===== config.mk =====
export PLATFORM = sky130hd
export DESIGN_NAME = fps_supervisor
export DESIGN_NICKNAME = d
export VERILOG_FILES = /design/src/fps_supervisor.v
export VERILOG_INCLUDE_DIRS = /design/src
export SDC_FILE = /design/constraint.sdc
export NUM_CORES = 1
export LEC_CHECK = 0
export ABC_CLOCK_PERIOD_IN_PS = 4000
export BUFFER_PORTS_ARGS = -buffer_cell sky130_fd_sc_hd__buf_2
export CAP_MARGIN = 30
export CORE_MARGIN = 2
export CORE_UTILIZATION = 55
export CTS_CLUSTER_DIAMETER = 150
export DETAILED_ROUTE_END_ITERATION = 16
export GPL_TIMING_DRIVEN = 0
export PLACE_DENSITY_LB_ADDON = 0.1
export SETUP_SLACK_MARGIN = 0.3
export SLEW_MARGIN = 20
export SYNTH_ARGS = -nofsm -noshare
export SYNTH_HDL_FRONTEND = slang
export SYNTH_SLANG_ARGS = --single-unit
export TNS_END_PERCENT = 30

===== constraint.sdc =====
create_clock -name clk -period 4 [get_ports clk]
set_input_delay 0 -clock clk [delete_from_list [all_inputs] [get_ports clk]]
set_output_delay 0 -clock clk [all_outputs]
set_load 0.005 [all_outputs]

===== src/fps_regs.vh =====
`ifndef FPS_REGS_VH
`define FPS_REGS_VH
// register byte offsets
`define FPS_CTRL_ADDR      5'h00
`define FPS_LEVEL_A_ADDR   5'h04
`define FPS_LEVEL_B_ADDR   5'h08
`define FPS_LEVEL_C_ADDR   5'h0C
`define FPS_RESTART_ADDR   5'h10
`define FPS_STATUS_ADDR    5'h14
`define FPS_CAUSE_ADDR     5'h18
// ctrl fields
`define FPS_CTRL_UV_EN     0
`define FPS_CTRL_OV_EN     1
`define FPS_CTRL_PK_EN     2
`define FPS_CTRL_SPEED     3
`define FPS_CTRL_FIXPER    4
`define FPS_CTRL_RESET     32'h0000_0007
// reset values of levels
`define FPS_LEVEL_A_RESET  32'h0000_0000
`define FPS_LEVEL_B_RESET  32'hFFFF_FFFF
`define FPS_LEVEL_C_RESET  32'h0000_00FF
`define FPS_RESTART_RESET  32'h00A0_0008
// timing
`define FPS_CLK_MHZ        200
`define FPS_HALF_PERIOD_NS 9823000
`define FPS_HP_CYC         ((`FPS_HALF_PERIOD_NS * `FPS_CLK_MHZ) / 1000)
`define FPS_GD_OFF_CYC     ((`FPS_HP_CYC) / 512)
`define FPS_FAST_WAIT_MS   400
`define FPS_FAST_HP        ((`FPS_FAST_WAIT_MS * 1000000) / `FPS_HALF_PERIOD_NS)
`define FPS_UV_BLANK_HP    10
`define FPS_OV_BLANK_HP    1
`define FPS_SLOW_SAMPLE_HP 7
`define FPS_TEMP_MARGIN    8'h04
// reaction codes, ascending severity
`define FPS_RX_NONE        3'd0
`define FPS_RX_FAST        3'd1
`define FPS_RX_AUTO        3'd2
`define FPS_RX_LATCH       3'd3
`define FPS_RX_STOP        3'd4
`endif


===== src/fps_supervisor.v =====
// Contract
// - demag too short over half a line half-period: auto-restart
// - half-period fixed 9.823 ms or measured line period; input trip blanking counts it, peak blanking counts current samples
// - peak output current over limit beyond blanking, when enabled: auto-restart
// - peak current restart waits 0.4 s when fast, restart delay when slow
// - pre-startup input below min or above max start level, when that guard is enabled: no start, auto-restart
// - input below low trip level ten half-periods, when enabled: auto-restart
// - input above high trip level one half-period, when enabled: auto-restart
// - supply lockout with on and off thresholds, hysteresis
// - supply sampled every seven half-periods, over level: auto-restart
// - temperature sampled every seven half-periods; start only 4 C below critical
// - open current-sense input held high: auto-restart
// - converter samples missing in window: fast auto-restart
// - hardware watchdog not serviced: auto-restart
// - memory parity error: auto-restart
// - startup integrity check mismatch: stop mode
// - task watchdog: auto-restart
// - empty parameter store at startup: stop mode
// - no zero-crossing sense signal at startup: stop mode
// - gate driver off within 1/512 half-period of any trigger
// - latch holds until supply falls below turn-off level; no fault selects the latch reaction here, so latched_out stays low
// - auto-restart waits restart delay, fast waits 0.4 s, in low-power wait
// - after wait: discharge pulse, recharge, pre-startup check, start, regulate
//
// Added by the designer: the AXI4-Lite interface to the registers and the placing of the registers.
`timescale 1ns/10ps
`include "fps_regs.vh"
module fps_supervisor (
   input  wire        clk,
   input  wire        arst_n,
   input  wire [31:0] s_axi_awaddr,
   input  wire        s_axi_awvalid,
   output reg         s_axi_awready,
   input  wire [31:0] s_axi_wdata,
   input  wire [3:0]  s_axi_wstrb,
   input  wire        s_axi_wvalid,
   output reg         s_axi_wready,
   output reg  [1:0]  s_axi_bresp,
   output reg         s_axi_bvalid,
   input  wire        s_axi_bready,
   input  wire [31:0] s_axi_araddr,
   input  wire        s_axi_arvalid,
   output reg         s_axi_arready,
   output reg  [31:0] s_axi_rdata,
   output reg  [1:0]  s_axi_rresp,
   output reg         s_axi_rvalid,
   input  wire        s_axi_rready,
   input  wire [7:0]  vin_est,
   input  wire [7:0]  iout_est,
   input  wire        iout_sample,
   input  wire [7:0]  supply_level,
   input  wire [7:0]  junction_temp,
   input  wire        line_edge,
   input  wire        demag_short,
   input  wire        cs_open,
   input  wire        zero_crossing_sense_input,
   input  wire        conv_timeout,
   input  wire        hw_wdog_expired,
   input  wire        parity_error,
   input  wire        crc_fail,
   input  wire        task_wdog_fault,
   input  wire        param_empty,
   input  wire        supply_above_on,
   input  wire        supply_below_off,
   input  wire        recharge_done,
   output reg         gate_enable,
   output reg         discharge_pulse,
   output reg         low_power_wait_state,
   output reg         latched_out,
   output reg         stopped_out
);
   localparam ST_OFF   = 3'd0;
   localparam ST_CHECK = 3'd1;
   localparam ST_RUN   = 3'd2;
   localparam ST_GDOFF = 3'd3;
   localparam ST_WAIT  = 3'd4;
   localparam ST_DISCH = 3'd5;
   localparam ST_RECH  = 3'd6;
   localparam ST_HOLD  = 3'd7;
   localparam [31:0] HP_FIXED = `FPS_HP_CYC;
   localparam [31:0] GD_FULL  = `FPS_GD_OFF_CYC;
   localparam [31:0] FAST_FULL = `FPS_FAST_HP;
   localparam [15:0] GD_CYC   = GD_FULL[15:0];
   localparam [7:0]  FAST_HP  = FAST_FULL[7:0];

   // three-stage input sync; change once stages 2 and 3 agree
   localparam NS = 15;
   wire [NS-1:0] raw_in = {line_edge, demag_short, cs_open, zero_crossing_sense_input, conv_timeout,
                           hw_wdog_expired, parity_error, crc_fail, task_wdog_fault, param_empty,
                           supply_above_on, supply_below_off, recharge_done, iout_sample, 1'b0};
   reg  [NS-1:0] s1_q, s2_q, s3_q, sv_q;
   genvar gi;
   generate
      for (gi = 0; gi < NS; gi = gi + 1) begin : g_sync
         always @(posedge clk or negedge arst_n) begin
            if (!arst_n) begin
               s1_q[gi] <= 1'b0;
               s2_q[gi] <= 1'b0;
               s3_q[gi] <= 1'b0;
               sv_q[gi] <= 1'b0;
            end else begin
               s1_q[gi] <= raw_in[gi];
               s2_q[gi] <= s1_q[gi];
               s3_q[gi] <= s2_q[gi];
               if (s2_q[gi] == s3_q[gi])
                  sv_q[gi] <= s3_q[gi];
            end
         end
      end
   endgenerate
   wire y_line = sv_q[14], y_demag = sv_q[13], y_csopen = sv_q[12], y_zcd = sv_q[11];
   wire y_conv = sv_q[10], y_hwdog = sv_q[9], y_par = sv_q[8], y_crc = sv_q[7];
   wire y_task = sv_q[6], y_empty = sv_q[5], y_on = sv_q[4], y_off = sv_q[3];
   wire y_rech = sv_q[2], y_isamp = sv_q[1];
   reg  line_d_q, isamp_d_q;

   // registers
   reg [31:0] ctrl_q, lvl_a_q, lvl_b_q, lvl_c_q, rst_cfg_q;
   reg [7:0]  cause_q;
   reg [2:0]  state_q;
   reg [2:0]  rx_q;

   function [31:0] merge;
      input [31:0] old;
      input [31:0] nw;
      input [3:0]  be;
      integer k;
      begin
         for (k = 0; k < 4; k = k + 1)
            merge[k*8 +: 8] = be[k] ? nw[k*8 +: 8] : old[k*8 +: 8];
      end
   endfunction

   // axi4-lite write: address and data taken in any order
   reg        aw_have_q, w_have_q;
   reg [4:0]  aw_q;
   reg [31:0] wd_q;
   reg [3:0]  ws_q;
   always @(posedge clk or negedge arst_n) begin
      if (!arst_n) begin
         s_axi_awready <= 1'b0;
         s_axi_wready  <= 1'b0;
         s_axi_bvalid  <= 1'b0;
         s_axi_bresp   <= 2'h0;
         aw_have_q <= 1'b0;
         w_have_q  <= 1'b0;
         aw_q <= 5'h00;
         wd_q <= 32'h0000_0000;
         ws_q <= 4'h0;
         ctrl_q    <= `FPS_CTRL_RESET;
         lvl_a_q   <= `FPS_LEVEL_A_RESET;
         lvl_b_q   <= `FPS_LEVEL_B_RESET;
         lvl_c_q   <= `FPS_LEVEL_C_RESET;
         rst_cfg_q <= `FPS_RESTART_RESET;
      end else begin
         s_axi_awready <= !aw_have_q && !s_axi_awready && s_axi_awvalid && !s_axi_bvalid;
         s_axi_wready  <= !w_have_q && !s_axi_wready && s_axi_wvalid && !s_axi_bvalid;
         if (s_axi_awvalid && s_axi_awready) begin
            aw_have_q <= 1'b1;
            aw_q <= s_axi_awaddr[4:0];
         end
         if (s_axi_wvalid && s_axi_wready) begin
            w_have_q <= 1'b1;
            wd_q <= s_axi_wdata;
            ws_q <= s_axi_wstrb;
         end
         if (aw_have_q && w_have_q && !s_axi_bvalid) begin
            aw_have_q <= 1'b0;
            w_have_q  <= 1'b0;
            s_axi_bvalid <= 1'b1;
            s_axi_bresp  <= 2'h0;
            case (aw_q)
               `FPS_CTRL_ADDR:    ctrl_q    <= merge(ctrl_q, wd_q, ws_q);
               `FPS_LEVEL_A_ADDR: lvl_a_q   <= merge(lvl_a_q, wd_q, ws_q);
               `FPS_LEVEL_B_ADDR: lvl_b_q   <= merge(lvl_b_q, wd_q, ws_q);
               `FPS_LEVEL_C_ADDR: lvl_c_q   <= merge(lvl_c_q, wd_q, ws_q);
               `FPS_RESTART_ADDR: rst_cfg_q <= merge(rst_cfg_q, wd_q, ws_q);
               `FPS_STATUS_ADDR, `FPS_CAUSE_ADDR: s_axi_bresp <= 2'h0;
               default:           s_axi_bresp <= 2'h2;
            endcase
         end else if (s_axi_bvalid && s_axi_bready) begin
            s_axi_bvalid <= 1'b0;
         end
      end
   end

   // axi4-lite read
   always @(posedge clk or negedge arst_n) begin
      if (!arst_n) begin
         s_axi_arready <= 1'b0;
         s_axi_rvalid  <= 1'b0;
         s_axi_rdata   <= 32'h0000_0000;
         s_axi_rresp   <= 2'h0;
      end else begin
         s_axi_arready <= !s_axi_arready && s_axi_arvalid && !s_axi_rvalid;
         if (s_axi_arvalid && s_axi_arready) begin
            s_axi_rvalid <= 1'b1;
            s_axi_rresp  <= 2'h0;
            case (s_axi_araddr[4:0])
               `FPS_CTRL_ADDR:    s_axi_rdata <= ctrl_q;
               `FPS_LEVEL_A_ADDR: s_axi_rdata <= lvl_a_q;
               `FPS_LEVEL_B_ADDR: s_axi_rdata <= lvl_b_q;
               `FPS_LEVEL_C_ADDR: s_axi_rdata <= lvl_c_q;
               `FPS_RESTART_ADDR: s_axi_rdata <= rst_cfg_q;
               `FPS_STATUS_ADDR:  s_axi_rdata <= {26'h0, rx_q, state_q};
               `FPS_CAUSE_ADDR:   s_axi_rdata <= {24'h0, cause_q};
               default: begin
                  s_axi_rdata <= 32'h0000_0000;
                  s_axi_rresp <= 2'h2;
               end
            endcase
         end else if (s_axi_rvalid && s_axi_rready) begin
            s_axi_rvalid <= 1'b0;
         end
      end
   end

   // level fields
   wire [7:0] input_low_trip_level  = lvl_a_q[7:0];
   wire [7:0] vin_start_min         = lvl_a_q[15:8];
   wire [7:0] input_high_trip_level = lvl_b_q[7:0];
   wire [7:0] vin_start_max         = lvl_b_q[15:8];
   wire [7:0] iout_peak_level       = lvl_a_q[23:16];
   wire [7:0] supply_max_level      = lvl_b_q[23:16];
   wire [7:0] temp_critical         = lvl_c_q[7:0];
   wire [7:0] peak_blank_cyc        = lvl_c_q[15:8];
   wire [7:0] restart_delay_hp      = rst_cfg_q[7:0];
   wire [15:0] discharge_pulse_width = rst_cfg_q[31:16];
   wire input_low_guard_enable  = ctrl_q[`FPS_CTRL_UV_EN];
   wire input_high_guard_enable = ctrl_q[`FPS_CTRL_OV_EN];
   wire peak_enable             = ctrl_q[`FPS_CTRL_PK_EN];
   wire peak_current_restart_speed = ctrl_q[`FPS_CTRL_SPEED];
   wire fixed_period            = ctrl_q[`FPS_CTRL_FIXPER];

   // half-period tick: fixed count or measured line edge
   reg  [31:0] hp_cnt_q;
   reg  [31:0] hp_len_q;
   reg         hp_tick_q;
   reg  [31:0] demag_cnt_q;
   wire line_rise = y_line && !line_d_q;
   always @(posedge clk or negedge arst_n) begin
      if (!arst_n) begin
         hp_cnt_q <= 32'h0000_0000;
         hp_len_q <= HP_FIXED;
         hp_tick_q <= 1'b0;
         line_d_q <= 1'b0;
         isamp_d_q <= 1'b0;
      end else begin
         line_d_q <= y_line;
         isamp_d_q <= y_isamp;
         if (!fixed_period && line_rise)
            hp_len_q <= hp_cnt_q + 32'h1;
         if (fixed_period ? (hp_cnt_q >= HP_FIXED - 32'h1) : line_rise) begin
            hp_cnt_q <= 32'h0000_0000;
            hp_tick_q <= 1'b1;
         end else begin
            hp_cnt_q <= hp_cnt_q + 32'h1;
            hp_tick_q <= 1'b0;
         end
      end
   end

   // blanking counters and fault detection
   reg [3:0]  uv_hp_q, ov_hp_q;
   reg [2:0]  seven_q;
   reg [7:0]  pk_q;
   reg        f_demag_q, f_pk_q, f_uv_q, f_ov_q, f_sup_q, f_tmp_q;
   wire running = (state_q == ST_RUN);
   wire sample7 = hp_tick_q && (seven_q == 3'd6);
   always @(posedge clk or negedge arst_n) begin
      if (!arst_n) begin
         uv_hp_q <= 4'h0;
         ov_hp_q <= 4'h0;
         seven_q <= 3'h0;
         pk_q <= 8'h00;
         demag_cnt_q <= 32'h0000_0000;
         {f_demag_q, f_pk_q, f_uv_q, f_ov_q, f_sup_q, f_tmp_q} <= 6'h00;
      end else begin
         if (hp_tick_q)
            seven_q <= (seven_q == 3'd6) ? 3'd0 : seven_q + 3'd1;
         demag_cnt_q <= hp_tick_q ? 32'h0 : (y_demag && running ? demag_cnt_q + 32'h1 : demag_cnt_q);
         f_demag_q <= running && (demag_cnt_q > ((fixed_period ? HP_FIXED : hp_len_q) >> 1));
         if (!running || !(input_low_guard_enable && vin_est < input_low_trip_level))
            uv_hp_q <= 4'h0;
         else if (hp_tick_q && uv_hp_q != 4'hF)
            uv_hp_q <= uv_hp_q + 4'h1;
         f_uv_q <= uv_hp_q >= `FPS_UV_BLANK_HP;
         if (!running || !(input_high_guard_enable && vin_est > input_high_trip_level))
            ov_hp_q <= 4'h0;
         else if (hp_tick_q && ov_hp_q != 4'hF)
            ov_hp_q <= ov_hp_q + 4'h1;
         f_ov_q <= ov_hp_q >= `FPS_OV_BLANK_HP;
         if (!running || !peak_enable)
            pk_q <= 8'h00;
         else if (y_isamp && !isamp_d_q)
            pk_q <= (iout_est > iout_peak_level) ? ((pk_q == 8'hFF) ? pk_q : pk_q + 8'h01) : 8'h00;
         f_pk_q <= running && peak_enable && (pk_q > peak_blank_cyc);
         f_sup_q <= running && sample7 && (supply_level > supply_max_level);
         f_tmp_q <= running && sample7 && (junction_temp > temp_critical);
      end
   end

   // reaction priority
   wire run_faults = f_demag_q | f_pk_q | f_uv_q | f_ov_q | f_sup_q | f_tmp_q;
   wire auto_hit = running && (run_faults | y_csopen | y_hwdog | y_par | y_task);
   wire fast_hit = running && y_conv;
   wire stop_hit = (state_q == ST_CHECK) && (y_crc | y_empty | !y_zcd);
   wire [2:0] rx_new = stop_hit ? `FPS_RX_STOP :
                       auto_hit ? `FPS_RX_AUTO :
                       fast_hit ? `FPS_RX_FAST : `FPS_RX_NONE;
   wire pk_fast = f_pk_q && peak_current_restart_speed && !(run_faults & ~f_pk_q) &&
                  !(y_csopen | y_hwdog | y_par | y_task);
   wire temp_ok = junction_temp < (temp_critical - `FPS_TEMP_MARGIN);
   wire vin_bad = (input_low_guard_enable && vin_est < vin_start_min) ||
                  (input_high_guard_enable && vin_est > vin_start_max);

   // restart sequencer
   reg [15:0] tmr_q;
   reg [7:0]  wait_hp_q;
   reg [7:0]  wait_len_q;
   always @(posedge clk or negedge arst_n) begin
      if (!arst_n) begin
         state_q <= ST_OFF;
         rx_q <= `FPS_RX_NONE;
         cause_q <= 8'h00;
         tmr_q <= 16'h0000;
         wait_hp_q <= 8'h00;
         wait_len_q <= 8'h00;
         gate_enable <= 1'b0;
         discharge_pulse <= 1'b0;
         low_power_wait_state <= 1'b0;
         latched_out <= 1'b0;
         stopped_out <= 1'b0;
      end else begin
         case (state_q)
            ST_OFF: begin
               gate_enable <= 1'b0;
               latched_out <= 1'b0;
               if (y_on && !y_off)
                  state_q <= ST_CHECK;
            end
            ST_CHECK: begin
               if (stop_hit) begin
                  rx_q <= rx_new;
                  cause_q <= {5'h0, y_crc, y_empty, !y_zcd};
                  state_q <= ST_HOLD;
                  stopped_out <= 1'b1;
                  gate_enable <= 1'b0;
               end else if (vin_bad || !temp_ok) begin
                  rx_q <= `FPS_RX_AUTO;
                  wait_len_q <= restart_delay_hp;
                  gate_enable <= 1'b0;
                  tmr_q <= 16'h0000;
                  state_q <= ST_GDOFF;
               end else begin
                  gate_enable <= 1'b1;
                  state_q <= ST_RUN;
               end
            end
            ST_RUN: begin
               if (rx_new != `FPS_RX_NONE) begin
                  gate_enable <= 1'b0;
                  rx_q <= rx_new;
                  cause_q <= {1'b0, y_conv, f_demag_q, f_pk_q, f_uv_q, f_ov_q, f_sup_q, f_tmp_q};
                  wait_len_q <= (fast_hit && !auto_hit) || pk_fast ?
                                FAST_HP : restart_delay_hp;
                  tmr_q <= 16'h0000;
                  state_q <= ST_GDOFF;
               end
            end
            ST_GDOFF: begin
               tmr_q <= tmr_q + 16'h1;
               if (tmr_q >= GD_CYC - 16'h1) begin
                  low_power_wait_state <= 1'b1;
                  wait_hp_q <= 8'h00;
                  state_q <= ST_WAIT;
               end
            end
            ST_WAIT: begin
               if (hp_tick_q)
                  wait_hp_q <= wait_hp_q + 8'h01;
               if (wait_hp_q >= wait_len_q) begin
                  low_power_wait_state <= 1'b0;
                  discharge_pulse <= 1'b1;
                  tmr_q <= 16'h0000;
                  state_q <= ST_DISCH;
               end
            end
            ST_DISCH: begin
               tmr_q <= tmr_q + 16'h1;
               if (tmr_q + 16'h1 >= discharge_pulse_width) begin
                  discharge_pulse <= 1'b0;
                  state_q <= ST_RECH;
               end
            end
            ST_RECH: begin
               if (y_rech && !y_off)
                  state_q <= ST_CHECK;
            end
            ST_HOLD: begin
               gate_enable <= 1'b0;
               if (rx_q == `FPS_RX_LATCH && y_off) begin
                  latched_out <= 1'b0;
                  state_q <= ST_OFF;
               end
            end
            default: state_q <= ST_OFF;
         endcase
         if (y_off && state_q != ST_OFF && rx_q != `FPS_RX_STOP) begin
            state_q <= ST_OFF;
            gate_enable <= 1'b0;
            low_power_wait_state <= 1'b0;
            discharge_pulse <= 1'b0;
         end
      end
   end
endmodule


==> metrics.txt <==
largest net degree at the start of global routing=94; Die H=roughly 210 um; Crit Path Category=reg2reg; CP delay by family, top=simple AND/OR/NAND/NOR gates; skew final=between 0.015 and 0.02 ns; Overflow after GRT=0; largest family of logic cells by synthesized area=simple AND/OR/NAND/NOR gates; via-per-instance ratio=roughly 5.8; port bufs=about 140; EDFF count, synth=0; total number of vias=around 17k; initial antenna violation count=11; post-synth top area share=around 45%; crit end category=flip-flop; Layout Cells excl Fill=approximately 2.9k; area of the core=40900 um^2; Placed Cells=2757; xor-xnor portion of the synthesized cell area=under 10%; cell row count=74; Achievable Freq=295 MHz; worst endpoint required time=between 4 and 5 ns; clk sinks=470; CP Launch Type=flip-flop; crit path buf inv count=0; Flop pwr share=~47%; Arr. time, crit path=~3.8 ns; Synth Area in Compound Gates=between 10% and 20%; die footprint=43300 um^2; outcome=completed; Hold WC Path Type=in2reg; Yosys Warn Count=0; Simple-Gate Fraction of Synth Area=about an eighth; clk_lat worst skew=0.58 ns; PD cells=around 570 nW/um^2; post-synthesis cell type count=77; P_sw=approximately 4.7 mW; Pins Over Slew Limit=0; DRT Pass-1 Iters=6; htree depth=2; worst-margin pin slew=0.916 ns; Leakage=12.5 nW; clk slew on worst S/H paths=roughly 0.060 ns; slowest cell on the critical path=dfrtp_1; DRT antenna net count=0; CTS tree=yes; Ports=199; unrepaired setup endpoints after global routing=no; Hold Fails Final Rpt=0; mux contribution to synthesized area=just over 10%; wire per inst=a little under 20 um; Setup TNS=0 ns; CP Max Fanout=7; Avg Inst Size Synth=approximately 11 um^2; main flop type after synthesis=dfrtp_1; max-cap violations=0; layout cells sized above 1=approximately a fifth; DRC=0; adder-cell share of the synthesized area=under 10%; number of buffers created by CTS=49; leading area contributor after synthesis=dfrtp_1; Starting DRT DRC Count=between 1k and 1.5k; Post-DP HPWL=41600 um; gr usage total=around a quarter; Area Growth Syn to Fin=17.6%; root buffer cell=clkbuf_16; final net count=2641; Clk network pwr share=a little under a third; number of global-route vias before repair=around 17k; Period minus WS final=3.39 ns; Sw Ratio=30.6%; Synth Instances=slightly above 2k; Slew headroom=just under 40%; routed wire length=~57000 um; Final Power=roughly 15 mW; Chip Width=around 210 um; Clock Path Buffers=3; Internal=10.7 mW; Seq/Total Area, Yosys=51.7%; combinational share of power=22.4%; Initial Util=55.9%; largest cells by area after synthesis=dfrtp_1 45%, ha_1 7.4%, dfstp_2 6.8%; RePlAce Congestion=between 0.9 and 1; first-pass GRT wire length=~92000 um; Yosys reg bits=470; VDD IR max=just under 400 uV; fin crit share=a little over four fifths; critical path's largest stage delay=about 0.47 ns; ys async rst share=between 90% and 100%; final count of negative-setup-slack endpoints=0; Post-CTS Setup Bufs=0; cell area after synthesis=between 20000 and 25000 um^2; cell chain of the critical path=ha_1 -> nand3_1 -> nor2_4 -> and3_1 -> and3_1 -> xor2_1 -> ha_1 -> a21o_1 -> nand2_1 -> nand4b_1 -> a211o_1 -> nand3_1 -> xor2_1 -> o211ai_1
-- cell usage after synthesis, drive strengths merged (22+ instances only) --
library cell and n:
nor2 200, xnor2 38, nor2b 24, mux2i 24, dfrtp 411, nand2b 27, a22oi 27, a21o 40
clkbuf 54, and3 23, dfstp 59, nand2 141, mux2 190, nand3 62, o21ai 90, nor3 22
a222oi 26, inv 106, ha 135, xor2 49, nand4 37, a21oi 124
-- final timing paths --
path	start	slack, ns	depth (start not counted)	endpoint
max	tmr_q[0]$_DFFE_PN0P_	0.61	14	state_q[0]$_DFFE_PN0P_
min	vin_est[6]	0.02	4	uv_hp_q[3]$_DFFE_PN0P_
max reg2reg	tmr_q[0]$_DFFE_PN0P_	0.61	14	state_q[0]$_DFFE_PN0P_
min reg2reg	s1_q[10]$_DFF_PN0_	0.34	0	s2_q[10]$_DFF_PN0_
max in group asynchronous	arst_n	2.34	5	lvl_b_q[15]$_DFFE_PN1P_
min in group asynchronous	arst_n	0.48	3	s2_q[4]$_DFF_PN0_
-- area by class of cell --
type | instances | area [um^2]
Clock inverter | 18 | 249
Antenna cell | 6 | 15.0
Multi-Input combinational cell | 1436 | 10400
Clock buffer | 71 | 1450
Sequential cell | 470 | 11800
Fill cell | 3231 | 14000
Tap cell | 532 | 666
Inverter | 106 | 398
Timing Repair Buffer | 223 | 1630
Buffer | 67 | 277
-- flip-flops by register name, indices dropped and copies added, names as in the netlist, 16 cells and up --
register and cells:
rst_cfg_q 32, tmr_q 16, s_axi_rdata 32, wd_q 32
hp_len_q 31, lvl_a_q 32, ctrl_q 32, hp_cnt_q 32
demag_cnt_q 32, lvl_c_q 32, lvl_b_q 32
-- routing by layer --
layer / wire [um] / vias up / GRT usage [%]
met5: 69 / - / 0
met4: 2140 / 10 / 11.3
met3: 2690 / 129 / 3.89
met2: 27500 / 449 / 44.0
met1: 24800 / 8420 / 35.4
li1: - / 7945 / -
-- logic make-up (layout without fill, tap and decap cells) --
family | count (synthesis) | in the layout
AOI/OAI and AO/OA | 391 | 391
xor gates and xnor gates | 87 | 87
adders and majority gates | 149 | 149
buffers and inverters | 173 | 485
DFF | 470 | 470
muxes | 214 | 214
other | 1 | 9
and+or+nand+nor | 592 | 592
-- layout by cell type (no fill, tap or decap), types with 38 or more instances in the layout --
cell and count:
dfrtp_1 411, nor2_1 197, buf_2 145, nand2_1 141
mux2_2 136, ha_1 135, a21oi_1 123, inv_1 106
o21ai_0 76, dlygate4sd3_1 75, clkbuf_1 62, nand3_1 61
dfstp_2 59, mux2_1 54, xor2_1 49, clkbuf_16 49
a21o_1 40, xnor2_1 38
-- timing repair --
| action | in CTS | in global routing |
|---|---|---|
| gates resized for setup | 0 | 2 |
| hold endpoints to repair | 251 | 0 |
| hold buffers | 76 | 0 |
| setup endpoints to repair | 0 | 2 |
-- stage by stage --
stage               util, %  hold WS (ns)  worst slack, ns  instance area, um^2
detailed placement     59.7       0.00592            0.524                24400
floorplan                 -        -0.296             1.02                22900
global placement       59.3         0.108            -6.27                24300
CTS                    65.7        0.0106            0.516                26900
global route           65.8        0.0419            0.380                26900
finish                 65.8        0.0250            0.609                26900
-- worst reg2reg max path, stage by stage, from the launching register on --
cell	delay, ns
dfrtp_1	0.47
ha_1	0.26
nand3_1	0.22
nor2_4	0.24
and3_1	0.26
and3_1	0.20
xor2_1	0.21
ha_1	0.28
a21o_1	0.18
nand2_1	0.06
nand4b_1	0.10
a211o_1	0.34
nand3_1	0.13
xor2_1	0.20
o211ai_1	0.10
-- power groups by stage --
stage	sequential [mW]	clock, mW	combinational, mW
floorplan	6.75	0	2.49
global placement	7.14	0	3.15
detailed placement	7.20	0	3.32
CTS	7.12	4.86	3.45
global route	7.29	5.07	3.90
finish	7.14	4.78	3.45
Note: power is estimated with default switching activity, not from simulation.
